### config.mk
export PLATFORM = sky130hd
export DESIGN_NAME = oma_array_top
export DESIGN_NICKNAME = d
export VERILOG_FILES = /design/src/hdl/oma_array_top.v /design/src/hdl/oma_macrocell.v
export VERILOG_INCLUDE_DIRS = /design/src /design/src/hdl
export SDC_FILE = /design/constraint.sdc
export NUM_CORES = 2
export LEC_CHECK = 0
export BUFFER_PORTS_ARGS = -buffer_cell sky130_fd_sc_hd__buf_2
export CORE_ASPECT_RATIO = 0.8
export CORE_MARGIN = 2
export CORE_UTILIZATION = 40
export CTS_CLUSTER_DIAMETER = 120
export DETAILED_ROUTE_END_ITERATION = 8
export HOLD_SLACK_MARGIN = 0.15
export PLACE_DENSITY_LB_ADDON = 0.05
export SYNTH_ARGS = -nofsm -noshare
export SYNTH_HDL_FRONTEND = slang
export SYNTH_HIERARCHICAL = 1
export SYNTH_SLANG_ARGS = --single-unit
### constraint.sdc
create_clock -name i_sys_clk -period 11.5 [get_ports i_sys_clk]
set_clock_uncertainty 0.15 [all_clocks]
set_input_delay 2.3 -clock i_sys_clk [delete_from_list [all_inputs] [get_ports i_sys_clk]]
set_output_delay 2.3 -clock i_sys_clk [all_outputs]
set_load 0.1 [all_outputs]
### src/hdl/oma_defs.vh
// constants for the output macrocell array: register map, field positions,
// reset values and mode codes; included by every design file of the block
`ifndef OMA_DEFS_VH
`define OMA_DEFS_VH

// ----------------------------------------------------------------------------
// register byte addresses (one 32-bit word each)
// ----------------------------------------------------------------------------
`define OMA_ADDR_CTRL      9'h000
`define OMA_ADDR_POLARITY  9'h004
`define OMA_ADDR_IO_CFG    9'h008
`define OMA_ADDR_PTD_LO    9'h00c
`define OMA_ADDR_PTD_HI    9'h010
`define OMA_ADDR_SIG_LO    9'h014
`define OMA_ADDR_SIG_HI    9'h018
`define OMA_ADDR_PRELOAD   9'h01c
`define OMA_ADDR_STATUS    9'h020
`define OMA_ADDR_TERM_BASE 9'h100

// ----------------------------------------------------------------------------
// fields
// ----------------------------------------------------------------------------
`define OMA_CTRL_SYNC_BIT  0
`define OMA_CTRL_GCFG_BIT  1
`define OMA_STAT_OE_LSB    8
`define OMA_STAT_MODE_LSB  16

// ----------------------------------------------------------------------------
// modes, decoded from {sync_mode_bit, global_config_bit}
// ----------------------------------------------------------------------------
`define OMA_MODE_REG       2'h0
`define OMA_MODE_CPX       2'h1
`define OMA_MODE_SIMPLE    2'h2

// ----------------------------------------------------------------------------
// reset values and sizes
// ----------------------------------------------------------------------------
`define OMA_CTRL_RST       2'h0
`define OMA_TERM_RST       32'hffffffff
`define OMA_NUM_CFG_BITS   16
`define OMA_SIG_FUSE_FIRST 2056
`define OMA_SIG_FUSE_LAST  2119
`define OMA_SIG_BITS       64

`endif

### src/hdl/oma_array_top.v
// output macrocell array: eight macrocells behind a 64-term and-array,
// configured and preloaded over an avalon-mm slave with waitrequest
// assumes all pins come from outside the clock domain and are synchronised
// here; the pin clock must be slow against the system clock (3+ cycles/level)
// outputs trail the pins by three system clocks; registered outputs trail the clock pin by four
// the system reset stands in for power-on clear
//
// Operation
// - sync mode bit and global config bit pick one mode for all macrocells
// - each macrocell has a polarity bit inverting its output in every mode
// - an io config bit per macrocell; sixteen per-cell bits plus two globals
// - registered mode: all registers share one clock and one output enable
// - registered mode: clock pin and enable pin are never array inputs
// - registered mode: each macrocell chosen as register or input/output
// - register sums eight terms; input/output sums seven, eighth is enable
// - input/output cell usable as pure input or pure output
// - complex mode: clock/enable pins enter via outer cells' feedback paths
// - simple mode: feedback comes from the neighbouring macrocell's pin, except the outer cells carry clock/enable
// - simple mode: two inner cells are always outputs, never feedback
// - hold 64 user signature fuses in eight bytes, plus per-term disables
// - registers clear at power-on and accept a preload value
// - complex mode: seven terms to output, one term drives output enable
// - simple mode: outputs always enabled, eight terms, programmable polarity
`include "oma_defs.vh"

module oma_array_top #(
  parameter NUM_CELLS = 8,
  parameter NUM_INPUTS = 8
) (
  input  wire                  i_sys_clk,
  input  wire                  i_sys_rst,
  // avalon-mm slave
  input  wire [8:0]            i_avs_address,
  input  wire                  i_avs_read,
  input  wire                  i_avs_write,
  input  wire [31:0]           i_avs_writedata,
  output wire [31:0]           o_avs_readdata,
  output wire                  o_avs_waitrequest,
  // device pins
  input  wire                  i_pin_clk,
  input  wire                  i_pin_oe_n,
  input  wire [NUM_INPUTS-1:0] i_pin_in,
  input  wire [NUM_CELLS-1:0]  i_mc_pin,
  output wire [NUM_CELLS-1:0]  o_mc_pin,
  output wire [NUM_CELLS-1:0]  o_mc_pin_oe
);

  localparam NUM_TERMS = NUM_CELLS * 8;
  localparam NUM_SIGS  = NUM_CELLS + NUM_INPUTS;
  localparam NUM_LITS  = 2 * NUM_SIGS;
  localparam SYNC_W    = NUM_CELLS + NUM_INPUTS + 2;
  // idle pin levels: clock low, enable high (outputs off)
  localparam [SYNC_W-1:0] SYNC_RST = {1'b0, 1'b1, {(SYNC_W-2){1'b0}}};

  // --------------------------------------------------------------------------
  // configuration state
  // --------------------------------------------------------------------------
  reg  [1:0]           ctrl_q;
  reg  [NUM_CELLS-1:0] polarity_q;
  reg  [NUM_CELLS-1:0] io_config_q;
  reg  [63:0]          ptd_q;
  reg  [63:0]          sig_q;
  reg  [NUM_LITS-1:0]  term_fuse_q [0:NUM_TERMS-1];
  reg                  preload_stb_q;
  reg  [NUM_CELLS-1:0] preload_val_q;

  // --------------------------------------------------------------------------
  // bus state
  // --------------------------------------------------------------------------
  reg                  ack_q;
  reg  [31:0]          rdata_q;
  reg  [31:0]          rdata_d;
  wire                 req;
  wire                 wr_go;
  wire                 rd_go;
  wire                 term_sel;
  wire [5:0]           term_idx;

  // --------------------------------------------------------------------------
  // pin synchronisers
  // --------------------------------------------------------------------------
  reg  [SYNC_W-1:0]    sync1_q;
  reg  [SYNC_W-1:0]    sync2_q;
  reg                  clk_last_q;
  wire                 clk_s;
  wire                 oe_n_s;
  wire [NUM_INPUTS-1:0] in_s;
  wire [NUM_CELLS-1:0] pin_s;
  wire                 reg_edge;

  // --------------------------------------------------------------------------
  // array signals
  // --------------------------------------------------------------------------
  reg  [1:0]           mode;
  reg  [NUM_CELLS-1:0] col;
  wire [NUM_SIGS-1:0]  sigs;
  wire [NUM_LITS-1:0]  lits;
  wire [NUM_TERMS-1:0] terms;
  wire [NUM_CELLS-1:0] reg_q;
  wire [NUM_CELLS-1:0] cell_oe;
  integer              k;
  integer              j;

  // --------------------------------------------------------------------------
  // mode decode
  // --------------------------------------------------------------------------
  // sync clear means registered mode
  always @* begin
    if (!ctrl_q[`OMA_CTRL_SYNC_BIT]) begin
      mode = `OMA_MODE_REG;
    end else if (ctrl_q[`OMA_CTRL_GCFG_BIT]) begin
      mode = `OMA_MODE_CPX;
    end else begin
      mode = `OMA_MODE_SIMPLE;
    end
  end

  // --------------------------------------------------------------------------
  // synchronisers: only the second stage is read
  // --------------------------------------------------------------------------
  always @(posedge i_sys_clk) begin
    if (i_sys_rst) begin
      sync1_q    <= SYNC_RST;
      sync2_q    <= SYNC_RST;
      clk_last_q <= 1'b0;
    end else begin
      sync1_q    <= {i_pin_clk, i_pin_oe_n, i_pin_in, i_mc_pin};
      sync2_q    <= sync1_q;
      clk_last_q <= clk_s;
    end
  end

  // pin levels shorter than one clock may be missed
  assign pin_s    = sync2_q[NUM_CELLS-1:0];
  assign in_s     = sync2_q[NUM_CELLS+NUM_INPUTS-1:NUM_CELLS];
  assign oe_n_s   = sync2_q[SYNC_W-2];
  assign clk_s    = sync2_q[SYNC_W-1];
  // one shared clock edge for every registered cell
  assign reg_edge = clk_s & ~clk_last_q;

  // --------------------------------------------------------------------------
  // feedback column routing into the and-array
  // --------------------------------------------------------------------------
  always @* begin
    col = {NUM_CELLS{1'b0}};
    case (mode)
      `OMA_MODE_REG: begin
        // clock and enable pins never reach the array here
        // io cells feed back their own pin
        for (k = 0; k < NUM_CELLS; k = k + 1) begin
          col[k] = io_config_q[k] ? pin_s[k] : reg_q[k];
        end
      end
      `OMA_MODE_CPX: begin
        for (k = 1; k < NUM_CELLS - 1; k = k + 1) begin
          col[k] = pin_s[k];
        end
        // enable pin enters true-high
        col[NUM_CELLS-1] = clk_s;
        col[0]           = ~oe_n_s;
      end
      `OMA_MODE_SIMPLE: begin
        // outer half shifts outward so the two inner pins are never read
        for (k = 1; k < NUM_CELLS / 2; k = k + 1) begin
          col[k] = pin_s[k-1];
        end
        for (k = NUM_CELLS / 2; k < NUM_CELLS - 1; k = k + 1) begin
          col[k] = pin_s[k+1];
        end
        col[NUM_CELLS-1] = clk_s;
        col[0]           = ~oe_n_s;
      end
      default: begin
        col = {NUM_CELLS{1'b0}};
      end
    endcase
  end

  assign sigs = {col, in_s};
  assign lits = {~sigs, sigs};

  // --------------------------------------------------------------------------
  // product terms: a set fuse connects its literal; an erased term
  // (all fuses set) holds a signal and its complement and so stays low
  // --------------------------------------------------------------------------
  // a disabled term is forced low whatever its fuses
  genvar t;
  generate
    for (t = 0; t < NUM_TERMS; t = t + 1) begin : g_term
      assign terms[t] = ~ptd_q[t] & (&(~term_fuse_q[t] | lits));
    end
  endgenerate

  // --------------------------------------------------------------------------
  // macrocells
  // --------------------------------------------------------------------------
  // cells share mode, edge and synchronised enable
  genvar c;
  generate
    for (c = 0; c < NUM_CELLS; c = c + 1) begin : g_cell
      oma_macrocell u_cell (
        .i_sys_clk      (i_sys_clk),
        .i_sys_rst      (i_sys_rst),
        .i_mode         (mode),
        .i_polarity     (polarity_q[c]),
        .i_io_config    (io_config_q[c]),
        .i_force_output ((c == NUM_CELLS/2 - 1) || (c == NUM_CELLS/2)),
        .i_terms        (terms[c*8 +: 8]),
        .i_reg_edge     (reg_edge),
        .i_oe_n         (oe_n_s),
        .i_preload_stb  (preload_stb_q),
        .i_preload_val  (preload_val_q[c]),
        .o_pin          (o_mc_pin[c]),
        .o_pin_oe       (cell_oe[c]),
        .o_reg_q        (reg_q[c])
      );
    end
  endgenerate

  assign o_mc_pin_oe = cell_oe;

  // --------------------------------------------------------------------------
  // avalon-mm slave: one wait cycle, then the request completes
  // read data is caught in the wait cycle;
  // a write lands only at the completion edge
  // --------------------------------------------------------------------------
  assign req               = i_avs_read | i_avs_write;
  assign o_avs_waitrequest = req & ~ack_q;
  assign wr_go             = i_avs_write & ack_q;
  assign rd_go             = i_avs_read & ~ack_q;
  assign term_sel          = i_avs_address[8];
  assign term_idx          = i_avs_address[7:2];
  assign o_avs_readdata    = rdata_q;

  // exactly one wait cycle per request
  always @(posedge i_sys_clk) begin
    if (i_sys_rst) begin
      ack_q <= 1'b0;
    end else begin
      ack_q <= req & ~ack_q;
    end
  end

  // --------------------------------------------------------------------------
  // register writes
  // --------------------------------------------------------------------------
  always @(posedge i_sys_clk) begin
    if (i_sys_rst) begin
      ctrl_q        <= `OMA_CTRL_RST;
      polarity_q    <= {NUM_CELLS{1'b0}};
      io_config_q   <= {NUM_CELLS{1'b0}};
      ptd_q         <= 64'h0000000000000000;
      sig_q         <= 64'h0000000000000000;
      preload_stb_q <= 1'b0;
      preload_val_q <= {NUM_CELLS{1'b0}};
      // erase every term: no cell driven yet
      for (j = 0; j < NUM_TERMS; j = j + 1) begin
        term_fuse_q[j] <= `OMA_TERM_RST;
      end
    end else begin
      preload_stb_q <= 1'b0;
      // bit 8 picks the term words
      if (wr_go && term_sel) begin
        term_fuse_q[term_idx] <= i_avs_writedata[NUM_LITS-1:0];
      end else if (wr_go) begin
        case (i_avs_address)
          `OMA_ADDR_CTRL: begin
            ctrl_q <= i_avs_writedata[1:0];
          end
          // no mode check: polarity acts in every mode
          `OMA_ADDR_POLARITY: begin
            polarity_q <= i_avs_writedata[NUM_CELLS-1:0];
          end
          `OMA_ADDR_IO_CFG: begin
            io_config_q <= i_avs_writedata[NUM_CELLS-1:0];
          end
          `OMA_ADDR_PTD_LO: begin
            ptd_q[31:0] <= i_avs_writedata;
          end
          `OMA_ADDR_PTD_HI: begin
            ptd_q[63:32] <= i_avs_writedata;
          end
          `OMA_ADDR_SIG_LO: begin
            sig_q[31:0] <= i_avs_writedata;
          end
          `OMA_ADDR_SIG_HI: begin
            sig_q[63:32] <= i_avs_writedata;
          end
          `OMA_ADDR_PRELOAD: begin
            // wins over a pin clock edge in the same cycle
            preload_stb_q <= 1'b1;
            preload_val_q <= i_avs_writedata[NUM_CELLS-1:0];
          end
          default: begin
            preload_stb_q <= 1'b0;
          end
        endcase
      end
    end
  end

  // --------------------------------------------------------------------------
  // register reads; unmapped addresses read zero
  // --------------------------------------------------------------------------
  always @* begin
    rdata_d = 32'h00000000;
    if (term_sel) begin
      rdata_d[NUM_LITS-1:0] = term_fuse_q[term_idx];
    end else begin
      case (i_avs_address)
        `OMA_ADDR_CTRL:     rdata_d[1:0] = ctrl_q;
        `OMA_ADDR_POLARITY: rdata_d[NUM_CELLS-1:0] = polarity_q;
        `OMA_ADDR_IO_CFG:   rdata_d[NUM_CELLS-1:0] = io_config_q;
        `OMA_ADDR_PTD_LO:   rdata_d = ptd_q[31:0];
        `OMA_ADDR_PTD_HI:   rdata_d = ptd_q[63:32];
        `OMA_ADDR_SIG_LO:   rdata_d = sig_q[31:0];
        `OMA_ADDR_SIG_HI:   rdata_d = sig_q[63:32];
        `OMA_ADDR_PRELOAD:  rdata_d[NUM_CELLS-1:0] = reg_q;
        // registered enables, as seen on the pins
        `OMA_ADDR_STATUS: begin
          rdata_d[NUM_CELLS-1:0] = reg_q;
          rdata_d[`OMA_STAT_OE_LSB +: NUM_CELLS] = cell_oe;
          rdata_d[`OMA_STAT_MODE_LSB +: 2] = mode;
        end
        default: rdata_d = 32'h00000000;
      endcase
    end
  end

  // held between reads
  always @(posedge i_sys_clk) begin
    if (i_sys_rst) begin
      rdata_q <= 32'h00000000;
    end else if (rd_go) begin
      rdata_q <= rdata_d;
    end
  end

endmodule // oma_array_top

### src/hdl/oma_macrocell.v
// one output macrocell: output logic, polarity, output enable and register
// assumes product terms arrive already gated by their disable fuses
`include "oma_defs.vh"

module oma_macrocell (
  input  wire       i_sys_clk,
  input  wire       i_sys_rst,
  input  wire [1:0] i_mode,
  input  wire       i_polarity,
  input  wire       i_io_config,
  input  wire       i_force_output,
  input  wire [7:0] i_terms,
  input  wire       i_reg_edge,
  input  wire       i_oe_n,
  input  wire       i_preload_stb,
  input  wire       i_preload_val,
  output wire       o_pin,
  output wire       o_pin_oe,
  output wire       o_reg_q
);

  reg  reg_q;
  reg  pin_q;
  reg  pin_oe_q;
  reg  pin_d;
  reg  pin_oe_d;
  wire sum8;
  wire sum7;

  assign sum8 = |i_terms;
  assign sum7 = |i_terms[7:1];

  // --------------------------------------------------------------------------
  // output selection per mode
  // --------------------------------------------------------------------------
  always @* begin
    pin_d    = 1'b0;
    pin_oe_d = 1'b0;
    case (i_mode)
      `OMA_MODE_REG: begin
        if (!i_io_config) begin
          pin_d    = reg_q;
          pin_oe_d = ~i_oe_n;
        end else begin
          pin_d    = sum7 ^ i_polarity;
          pin_oe_d = i_terms[0];
        end
      end
      `OMA_MODE_CPX: begin
        pin_d    = sum7 ^ i_polarity;
        pin_oe_d = i_terms[0];
      end
      `OMA_MODE_SIMPLE: begin
        pin_d    = sum8 ^ i_polarity;
        pin_oe_d = i_force_output | ~i_io_config;
      end
      default: begin
        pin_d    = 1'b0;
        pin_oe_d = 1'b0;
      end
    endcase
  end

  // --------------------------------------------------------------------------
  // register and pin flops
  // --------------------------------------------------------------------------
  always @(posedge i_sys_clk) begin
    if (i_sys_rst) begin
      reg_q    <= 1'b0;
      pin_q    <= 1'b0;
      pin_oe_q <= 1'b0;
    end else begin
      if (i_preload_stb) begin
        reg_q <= i_preload_val;
      end else if (i_mode == `OMA_MODE_REG && !i_io_config && i_reg_edge) begin
        reg_q <= sum8 ^ i_polarity;
      end
      pin_q    <= pin_d;
      pin_oe_q <= pin_oe_d;
    end
  end

  assign o_pin    = pin_q;
  assign o_pin_oe = pin_oe_q;
  assign o_reg_q  = reg_q;

endmodule // oma_macrocell

==> flow_summary.json <==
{
  "status": "finished, violations left",
  "violations": "antenna violations, max-capacitance violations, max-slew violations",
  "grt_pass1_vias": 80120,
  "p_comb_share_pct": 7.8,
  "cts_num_sinks": 2297,
  "post_cts_buffers": 0,
  "yosys.area.top_type": "edfxtp_1",
  "ys_warn_count": 6,
  "place.detailed.hpwl_microns": 395700,
  "synth.top_cell.area_share_pct": 52.10,
  "wl_per_cell_microns": 44.42,
  "max_freq_mhz": 150.2,
  "core_sq_mm": 0.2938,
  "utilization_pct": 44.52,
  "worst_slew_pin_slew_ns": 1.579,
  "io_pins": 112,
  "yosysSeqAreaShare_pct": 56.32,
  "relSlewSlack_pct": -6.069,
  "synth-seq-cells": 2297,
  "drive_above_1_share_pct": 24.96,
  "numCtsBuffers": 272,
  "antenna_found_initial": 105,
  "yosys-top-cells-count": "edfxtp_1 (2048), mux2i_1 (1248), or3_1 (1034)",
  "die_area_sq_mm": 0.2995,
  "synthFlopType": "edfxtp_1",
  "numPortBuffers": 111,
  "drc_errors": 0,
  "die_y_microns": 489.9,
  "use_met2_pct": 51.83,
  "grt_overflow": 0,
  "areaGrowthSynthToFinish_pct": 10.80,
  "fp-row-count": 178,
  "grt_max_degree": 117,
  "p_switching_mw": 4.943,
  "setup.worst_path.class": "input pin to register",
  "fin_crit_sh_pct": 57.89,
  "min-delay-start": "sync1_q[16]",
  "pwr-share-seq_pct": 47.7,
  "ys_types": 81,
  "clockRootBuffer": "clkbuf_16",
  "syn_inst": 9039,
  "r2r_start": "g_cell[3].u_cell/o_reg_q",
  "netlist_area_sq_mm": 0.1180,
  "rsz0062_at_grt": "no",
  "track_usage_pct": 37.24,
  "synth_edf_count": 2048,
  "min_period_ns": 6.657,
  "die_w_microns": 611.4,
  "num_vias": 86120,
  "drt_first_pass_iters": 7,
  "finalPower_mw": 19.19,
  "pwr-share-clk_pct": 44.5,
  "power.internal_mw": 14.25,
  "cp-startpoint": "i_avs_address[8]",
  "powerDensity_mw_per_mm2": 146.8,
  "syn_area_per_cell_sq_um": 13.06,
  "startpoint_type": "input pin",
  "placedCellCount": 12340,
  "cts_buffer_depth": 4,
  "final-setup-viol-count": 0,
  "nNetsFinal": 8809,
  "peakVddDrop_uv": 106.9,
  "cp_max_fo": 33,
  "insertion_delay_ns": 0.88,
  "required_ns": 11.90,
  "grt_use_met1_pct": 52.77,
  "drv_slew": 12,
  "fillers": 26330,
  "fin_tns_setup_ns": 0,
  "postRouteAntennaNets": 1,
  "htree_levels": 5,
  "yosys.cell_count.top_type": "edfxtp_1",
  "path_clk_slew_ns": 0.06,
  "grtUsageMet3_pct": 10.88,
  "wl_microns": 571500,
  "async_flop_share_pct": 0,
  "endpoint_kind": "register",
  "drv_cap": 4,
  "p_leak_nw": 33.58,
  "hold_violations": 0,
  "busiest_layer": "met1",
  "swShare_pct": 25.75,
  "hold_ws_ns": 0.2745,
  "grt_pass1_wl_microns": 754500,
  "cts-resized-gates": 0,
  "synth_area_leaders": "edfxtp_1 (52%), mux2i_1 (11%), mux4_2 (7.4%)",
  "cts_tree": "yes",
  "drtIter0Drc": 15160,
  "vias_per_cell": 6.694,
  "start_util_pct": 40.19,
  "holdBufCountCts": 0,
  "instances_no_fill": 12870,
  "place.gp.congestion": 1.061,
  "hp-class": "register to register",
  "crit_arrival_ns": 7.06
}
per-layer routing:
layer | up-vias | wire [microns]
li1 | 34010 | -
met4 | 30 | 33190
met2 | 6121 | 234500
met3 | 1131 | 71340
met1 | 44830 | 232300
met5 | - | 216
state kept, by name (all words and copies together), names as in the netlist:
| name | count |
|---|---|
| o_avs_readdata | 32 |
| sig_q | 64 |
| clk_last_q | 1 |
| ptd_q | 64 |
| polarity_q | 8 |
| g_cell.u_cell/o_pin_oe | 8 |
| ack_q | 1 |
| sync1_q | 18 |
| g_cell.u_cell/o_reg_q | 8 |
| preload_stb_q | 1 |
| g_cell.u_cell/o_pin | 8 |
| term_fuse_q | 2048 |
| sync2_q | 18 |
| io_config_q | 8 |
| ctrl_q | 2 |
| preload_val_q | 8 |
worst max-delay path, cell delays in order:
cell	delay, ns
buf_2	0.08
buf_4	0.38
inv_1	0.25
nor2_2	0.32
and3_1	0.59
and2_0	1.25
nand2_1	0.51
buf_4	0.40
nand2b_1	0.49
buf_4	0.41
power groups by stage:
stage,registers [mW],logic [mW],clock network [mW]
floorplan,9.37,0.693,0
global placement,9.33,1.44,0
detailed placement,9.33,1.45,0
finish,9.16,1.49,8.54
global route,9.15,1.49,8.87
CTS,9.16,1.45,8.57
through the flow:
stage          setup WS (ns)  area [sq um]
2_1_floorplan          5.454        118100
3_3_place_gp           4.160        122300
3_5_place_dp           4.183        122300
4_1_cts                5.090        130700
5_1_grt                4.799        130700
6_report               4.843        130800
final cells by class:
| cell class | count | area [sq um] | share of cell area [%] |
|---|---|---|---|
| flip-flops and latches | 2297 | 66510 | 50.85 |
| multi-input cells | 5765 | 47860 | 36.59 |
| clock buffers | 370 | 7527 | 5.755 |
| well taps | 3870 | 4842 | 3.702 |
| repair buffers | 398 | 3049 | 2.331 |
| clock inverters | 100 | 820.8 | 0.6275 |
| diodes | 54 | 135.1 | 0.1033 |
| inverters | 12 | 45.04 | 0.03444 |
layout by cell type (no fill, tap or decap), types with 65 or more instances in the layout:
cell	netlist	final
edfxtp_1	2048	2048
nor2_1	138	130
nor2b_1	139	126
mux4_2	388	388
nand4_1	279	279
mux2i_1	1248	1248
buf_2	108	74
nand3_1	69	65
dfxtp_1	249	241
clkbuf_1	717	74
a22oi_1	174	174
a2111oi_0	65	65
nor3_1	95	93
a21oi_1	219	211
or2_2	935	935
or3_1	1034	1033
buf_4	27	302
nand2_1	367	363
nand2b_1	116	97
clkbuf_16	0	282
logic make-up (layout without fill, tap and decap cells):
group | after synthesis | in the layout | share of synthesized area [%]
simple gates | 3300 | 3300 | 16.51
mux | 1684 | 1684 | 18.91
compound gates | 773 | 773 | 4.448
buf+inv | 983 | 880 | 3.802
other cells | 2 | 62 | 0.006362
flops | 2297 | 2297 | 56.32
final timing paths:
path                                          endpoint  slack [ns]  cells past startpoint
worst max-delay path                term_fuse_q[24][6]        4.84                     10
worst min-delay path                       sync2_q[16]        0.27                      1
worst max register to register  g_cell[2].u_cell/o_pin        5.52                     11
worst min register to register             sync2_q[16]        0.27                      1
No activity file was read; power rests on OpenSTA's default activity.
